--- config.mk ---
export PLATFORM = sky130hd
export DESIGN_NAME = lut_edge_triggered_sp_ram
export DESIGN_NICKNAME = d
export VERILOG_FILES = /design/src/rtl/ram_cell_pkg.sv /design/src/rtl/cell_out_if.sv /design/src/rtl/cell_output_stage.sv /design/src/rtl/lut_edge_triggered_sp_ram.sv
export SDC_FILE = /design/constraint.sdc
export NUM_CORES = 1
export LEC_CHECK = 0
export BUFFER_PORTS_ARGS = -buffer_cell sky130_fd_sc_hd__buf_2
export CAP_MARGIN = 20
export CORE_UTILIZATION = 50
export CTS_CLUSTER_DIAMETER = 100
export DETAILED_ROUTE_END_ITERATION = 8
export GPL_ROUTABILITY_DRIVEN = 0
export PLACE_DENSITY = 0.7
export SLEW_MARGIN = 20
export SYNTH_ARGS = -nofsm -noshare
export SYNTH_HDL_FRONTEND = slang
export SYNTH_SLANG_ARGS = --single-unit
--- constraint.sdc ---
create_clock -name clock -period 10.2 [get_ports clock]
set_input_delay 3.06 -clock clock [delete_from_list [all_inputs] [get_ports clock]]
set_output_delay 3.06 -clock clock [all_outputs]
set_load 0.01 [all_outputs]
--- src/rtl/ram_cell_pkg.sv ---
// Shared constants and types of the edge-triggered lookup-table RAM cell.
// Assumes one system clock; all users import the whole package.
`default_nettype none

package ram_cell_pkg;

	// ****************************************************************
	// Geometry
	// ****************************************************************
	localparam int ADDR_W = 4;
	localparam int HALF_WORDS = 16;
	localparam int CELL_BITS = 32;
	localparam int SYNC_STAGES = 3;
	localparam int TABLE_BITS = 8;

	// Bit positions inside one delayed input sample.
	localparam int POS_ADDR = 0;
	localparam int POS_D0 = 4;
	localparam int POS_D1 = 5;
	localparam int POS_WE = 6;
	localparam int SAMPLE_W = 7;

	// ****************************************************************
	// Reset and power-up values
	// ****************************************************************
	localparam logic [31:0] INIT_ZERO = 32'h0000_0000;
	localparam logic RESET_FF = 1'h0;

	// Source of a cell flip-flop; Gray order along F, G, H, D0.
	typedef enum logic [1:0] {
		SRC_F = 2'h0,
		SRC_G = 2'h1,
		SRC_H = 2'h3,
		SRC_D0 = 2'h2
	} ff_src_t;

	typedef logic [SAMPLE_W-1:0] sample_t;

endpackage : ram_cell_pkg

`default_nettype wire

--- src/rtl/cell_out_if.sv ---
// Carrier between the RAM core and the cell's output stage.
// Assumes both ends run on the same system clock.
`default_nettype none

interface cell_out_if;
	import ram_cell_pkg::*;
	logic f_out;
	logic g_out;
	logic d0;
	logic d1;
	logic [TABLE_BITS-1:0] h_table;
	ff_src_t src_x;
	ff_src_t src_y;
	logic ff_strobe;

	modport ram_side (
		output f_out,
		output g_out,
		output d0,
		output d1,
		output h_table,
		output src_x,
		output src_y,
		output ff_strobe
	);

	modport stage_side (
		input f_out,
		input g_out,
		input d0,
		input d1,
		input h_table,
		input src_x,
		input src_y,
		input ff_strobe
	);
endinterface : cell_out_if

`default_nettype wire

--- src/rtl/cell_output_stage.sv ---
// Third function generator and the two cell flip-flops.
// Assumes the strobe is a one-cycle pulse on the system clock.
`default_nettype none

module cell_output_stage (
	input wire logic clock,
	input wire logic rst,
	cell_out_if.stage_side link,
	output logic h_out,
	output logic ff_x_q,
	output logic ff_y_q
);
	import ram_cell_pkg::*;

	typedef struct packed {
		logic ff_x;
		logic ff_y;
	} stage_t;

	stage_t st;
	stage_t next_st;

	// Source multiplexer shared by both flip-flop selectors.
	function automatic logic pick(input ff_src_t src, input logic f, input logic g,
			input logic h, input logic d0);
		case (src)
			SRC_F: pick = f;
			SRC_G: pick = g;
			SRC_H: pick = h;
			SRC_D0: pick = d0;
			default: pick = f;
		endcase
	endfunction : pick

	// H combines both table outputs with the second data pin.
	assign h_out = link.h_table[{link.d1, link.g_out, link.f_out}];

	// Flip-flops load only on the chosen clock edge; reset clears them, not the RAM.
	always_comb begin
		next_st = st;
		if (link.ff_strobe) begin
			next_st.ff_x = pick(link.src_x, link.f_out, link.g_out, h_out, link.d0);
			next_st.ff_y = pick(link.src_y, link.f_out, link.g_out, h_out, link.d0);
		end
		if (rst) begin
			next_st.ff_x = RESET_FF;
			next_st.ff_y = RESET_FF;
		end
	end

	always_ff @(posedge clock) begin
		st <= next_st;
	end

	assign ff_x_q = st.ff_x;
	assign ff_y_q = st.ff_y;
endmodule : cell_output_stage

`default_nettype wire

--- src/rtl/lut_edge_triggered_sp_ram.sv ---
// Single-port edge-triggered RAM cell built from two 16-bit lookup tables.
// Assumes user logic on the system clock drives address, data and enable;
// the write clock is asynchronous and is sampled by three flip-flops.
`default_nettype none

module lut_edge_triggered_sp_ram #(
	parameter logic [31:0] INIT = ram_cell_pkg::INIT_ZERO
) (
	input wire logic clock,
	input wire logic rst,
	input wire logic configure,
	input wire logic write_clock,
	input wire logic write_enable,
	input wire logic [ram_cell_pkg::ADDR_W-1:0] addr,
	input wire logic data_pin_zero,
	input wire logic data_pin_one,
	input wire logic mode_32x1,
	input wire logic write_on_falling,
	input wire logic ff_opposite_edge,
	input wire logic [ram_cell_pkg::TABLE_BITS-1:0] h_table,
	input wire ram_cell_pkg::ff_src_t ff_x_src,
	input wire ram_cell_pkg::ff_src_t ff_y_src,
	output logic [1:0] single_port_out,
	output logic h_out,
	output logic ff_x_q,
	output logic ff_y_q
);
	import ram_cell_pkg::*;

	// ****************************************************************
	// State
	// ****************************************************************

	typedef struct packed {
		logic [CELL_BITS-1:0] ram;
		logic [SYNC_STAGES-1:0] wsync;
		logic wclk_level;
		sample_t in_d1;
		sample_t in_d2;
		sample_t cap;
		logic write_pulse;
	} core_t;

	// The RAM word is loaded at power-up, as configuration would do.
	localparam core_t POWER_UP = '{ram: INIT, default: '0};

	core_t st = POWER_UP;
	core_t next_st;

	logic stable;
	logic rise;
	logic fall;
	logic active_edge;
	logic other_edge;
	logic [ADDR_W:0] read_idx;

	cell_out_if link ();

	// ****************************************************************
	// Helpers
	// ****************************************************************

	// Index of a table bit: the upper table starts at HALF_WORDS.
	function automatic logic [ADDR_W:0] cell_index(input logic upper,
			input logic [ADDR_W-1:0] a);
		cell_index = {upper, a};
	endfunction : cell_index

	// ****************************************************************
	// Write clock sampling and edge selection
	// ****************************************************************

	// A level counts only once the second and third stages agree,
	// which filters a lone metastable sample of the first stage.
	assign stable = st.wsync[1] == st.wsync[2];
	assign rise = stable && st.wsync[2] && !st.wclk_level;
	assign fall = stable && !st.wsync[2] && st.wclk_level;

	// One polarity bit serves both tables, so both write on the same edge.
	assign active_edge = write_on_falling ? fall : rise;
	assign other_edge = write_on_falling ? rise : fall;

	// ****************************************************************
	// Next state
	// ****************************************************************

	// Inputs are delayed two cycles so they line up with the sampled clock;
	// the user must hold them steady for a few cycles around the edge.
	always_comb begin
		next_st = st;
		next_st.wsync = {st.wsync[SYNC_STAGES-2:0], write_clock};
		if (stable) begin
			next_st.wclk_level = st.wsync[2];
		end
		next_st.in_d1 = {write_enable, data_pin_one, data_pin_zero, addr};
		next_st.in_d2 = st.in_d1;
		next_st.write_pulse = 1'b0;
		// Capture all three together; enable only gates the pulse.
		if (active_edge) begin
			next_st.cap = st.in_d2;
			next_st.write_pulse = st.in_d2[POS_WE];
		end
		// The write itself lands one cycle after the capture.
		if (st.write_pulse) begin
			if (mode_32x1) begin
				next_st.ram[cell_index(st.cap[POS_D1], st.cap[POS_ADDR +: ADDR_W])] =
					st.cap[POS_D0];
			end else begin
				next_st.ram[cell_index(1'b0, st.cap[POS_ADDR +: ADDR_W])] = st.cap[POS_D0];
				next_st.ram[cell_index(1'b1, st.cap[POS_ADDR +: ADDR_W])] = st.cap[POS_D1];
			end
		end
		// Reset clears control state but keeps the stored words. Taking the
		// present clock level avoids a false edge right after release.
		if (rst) begin
			next_st = POWER_UP;
			next_st.ram = st.ram;
			next_st.wsync = {st.wsync[SYNC_STAGES-2:0], write_clock};
			next_st.wclk_level = st.wsync[2];
		end
		// Configuration is the only path that reloads the initial contents.
		if (configure) begin
			next_st.ram = INIT;
		end
	end

	always_ff @(posedge clock) begin
		st <= next_st;
	end

	// ****************************************************************
	// Read path and output stage
	// ****************************************************************

	// In 32x1 the fifth address bit comes live from pin one.
	assign read_idx = cell_index(mode_32x1 && data_pin_one, addr);

	// Reads need no clock, so a finished write shows at once.
	always_comb begin
		single_port_out[0] = st.ram[read_idx];
		single_port_out[1] = st.ram[cell_index(1'b1, addr)];
	end

	// The cell flip-flops see the same outputs the user sees.
	assign link.f_out = single_port_out[0];
	assign link.g_out = single_port_out[1];
	assign link.d0 = data_pin_zero;
	assign link.d1 = data_pin_one;
	assign link.h_table = h_table;
	assign link.src_x = ff_x_src;
	assign link.src_y = ff_y_src;
	assign link.ff_strobe = ff_opposite_edge ? other_edge : active_edge;

	cell_output_stage u_stage (
		.clock(clock),
		.rst(rst),
		.link(link.stage_side),
		.h_out(h_out),
		.ff_x_q(ff_x_q),
		.ff_y_q(ff_y_q)
	);
endmodule : lut_edge_triggered_sp_ram

`default_nettype wire

==> reports/metrics.yaml <==
crit_fanout: 7
synth.distinct_cells: 33
clkSinkCount: 59
cts_setup_buffers: 0
fin_ws_ps: 1951
skew_ps: 6.825
wl_per_cell_um: 13.82
tightest_slew_ps: 776.6
nets: 338
diodes: 0
p_leak_nw: 1.241
std_cell_rows: 26
critical_path_class: "input port to output pin"
dp_slack_ps: 1940
status: "completed"
min-delay-start: "st[23]$_DFF_P_"
synth-main-ff-cell: "dfxtp_1"
die-area_sq_mm: 0.005575
die_h_um: 74.67
cts_buffers: 9
postRouteAntennaNets: 0
max_freq_ghz: 0.1212
grt_pass1_vias: 1718
ctsHoldBuffers: 0
vias_per_cell: 5.166
r2r-end: "u_stage.ff_x_q$_SDFFE_PP0P_"
fp.coreArea_sq_mm: 0.005107
slew_viol_final: 0
area_delta_synth_final_pct: 14.17
cts-resized-gates: 0
period_share_pct: 80.87
htree_levels: 3
layout_commonest_cell: "dfxtp_1"
powerDensity_mw_per_mm2: 162.3
num_vias: 1989
crit_required_ps: 7140
setup_viol: 0
syn_avg_cell_area_sq_um: 9.263
grt_pass1_wl_um: 8245
cts_tree: "yes"
antenna_found_initial: 0
ios: 31
cp.arrival_ps: 5190
end_kind: "output pin"
critPathSlowestCell: "mux4_2"
cts_max_path_buffers: 2
grt_setup_unrepaired: "no"
port-buffer-count: 30
worstHoldPathCells: 0
seq_area_frac_synth_pct: 45.12
synth.ff_latch_count: 59
drtIter0Drc: 61
timing.rr.start: "st[40]$_SDFFE_PP0P_"
first_pass_iters: 4
netlist_area_sq_mm: 0.002640
drive_above_1_share_pct: 18.73
max_slew_margin_pct: 47.88
grt_max_degree: 33
drc: 0
synth_edf_count: 1
cp_slowest_stage_delay_ps: 560
die_w_um: 74.67
start_util_pct: 51.69
clkLatencyLatePin_ps: 340
layout_common_cells: "58 x dfxtp_1, 50 x nor2_1, 31 x mux2i_1, 31 x nand2_1, 30 x buf_2"
synth_warnings: 0
fin_tns_setup_ps: 0
utilization_pct: 59.02
finalHoldViolCount: 0
grt_usage_pct: 20.50
cap_violations: 0
root_buffer: "clkbuf_8"
cp_cell_sequence: "buf_2 -> mux4_2 -> mux4_2 -> nor2b_1 -> mux2i_1 -> a211o_2 -> nand2_1 -> buf_2"
hold_class: "register to register"
async_flop_share_pct: 0
r2r_cells: 6
dp_hpwl_um: 3743
wirelength_um: 5320
syn_inst: 285
syn-num-nets: 313
fin_crit_ps: 8249
cts.reportedPaths.clkPinSlew_ps: 70
r2r_setup_slack_ps: 7930
vdd_drop_max_v: 0.00008486
cp-start-kind: "input port"
hold_end: "st[24]$_DFF_P_"
overflow: 0
cell usage after synthesis (2+ instances only):
cell type	instances	area [sq um]
o21ai_1	3	15.01
and2_1	2	12.51
a31oi_1	2	12.51
nor2b_1	20	125.1
nand3_1	8	40.04
mux2i_1	31	310.3
nor3_1	3	15.01
clkbuf_1	12	45.04
nand2_1	31	116.4
o21ai_0	12	60.06
buf_4	2	15.01
inv_1	4	15.01
a21oi_1	15	75.07
mux4_2	10	225.2
a22oi_1	2	15.01
nor2_1	50	187.7
dfxtp_1	58	1161
nand2b_1	4	25.02
ha_1	2	25.02
through the flow:
stage / power, mW / area (sq um) / hold slack [ps] / std cells
final: 0.4892 / 3014 / 328.8 / 385
after global routing: 0.5077 / 3014 / 348.7 / 385
after CTS: 0.4940 / 3014 / 329.8 / 385
after detailed placement: 0.2679 / 2805 / 314.4 / 369
after global placement: 0.2674 / 2801 / 314.2 / 369
after floorplan: 0.2580 / 2640 / 309.6 / 285
cells by family (layout without fill, tap and decap cells):
| family | after synthesis | count (layout) | share of synthesized area [%] |
|---|---|---|---|
| DFF | 59 | 59 | 45.12 |
| buffers and inverters | 20 | 50 | 3.459 |
| xor gates and xnor gates | 1 | 1 | 0.3318 |
| and+or+nand+nor | 122 | 122 | 20.85 |
| AOI/OAI and AO/OA | 38 | 38 | 8.009 |
| adders and majority gates | 2 | 2 | 0.9477 |
| muxes | 43 | 43 | 21.28 |
state kept, by name, indices dropped and copies added, names as in the netlist:
| name | count |
|---|---|
| st | 57 |
| u_stage.ff_y_q | 1 |
| u_stage.ff_x_q | 1 |
worst max-delay path, delay by kind of cell:
kind | cells | cell delay, ps
buffers and inverters | 2 | 310
muxes | 3 | 1200
and+or+nand+nor | 2 | 260
AOI/OAI and AO/OA | 1 | 360
layout make-up:
cell class | instances | area [sq um]
sequential | 59 | 1191
timing repair buffer | 30 | 150.1
fill | 452 | 2093
tap | 70 | 87.58
clock buffer | 11 | 131.4
inverter | 4 | 15.01
clock inverter | 5 | 77.57
multi-input combinational | 206 | 1361
worst max path at each step:
stage | start | end | slack (ps) | cells after the start
final | addr[2] | h_out | 1950 | 8
after CTS | addr[2] | h_out | 1940 | 8
after global placement | addr[2] | h_out | 1980 | 8
after floorplan | addr[2] | h_out | 2230 | 7
after detailed placement | addr[2] | h_out | 1940 | 8
after global routing | addr[2] | h_out | 1860 | 8
layer usage:
metal / vias to the layer above / global-route usage (%) / routed length, um
li1: 1026 / - / -
met1: 918 / 26.62 / 2524
met2: 37 / 31.43 / 2457
met3: 8 / 7.363 / 268
met4: 0 / 7.757 / 70
met5: - / 0 / 0
where the power goes:
group	internal, mW	switching [mW]	leakage, nW
Sequential	0.235	0.00216	0.482
Clock	0.137	0.0900	0.103
Combinational	0.0111	0.0138	0.656
Total	0.383	0.106	1.24
(Power assumes the default switching activity.)
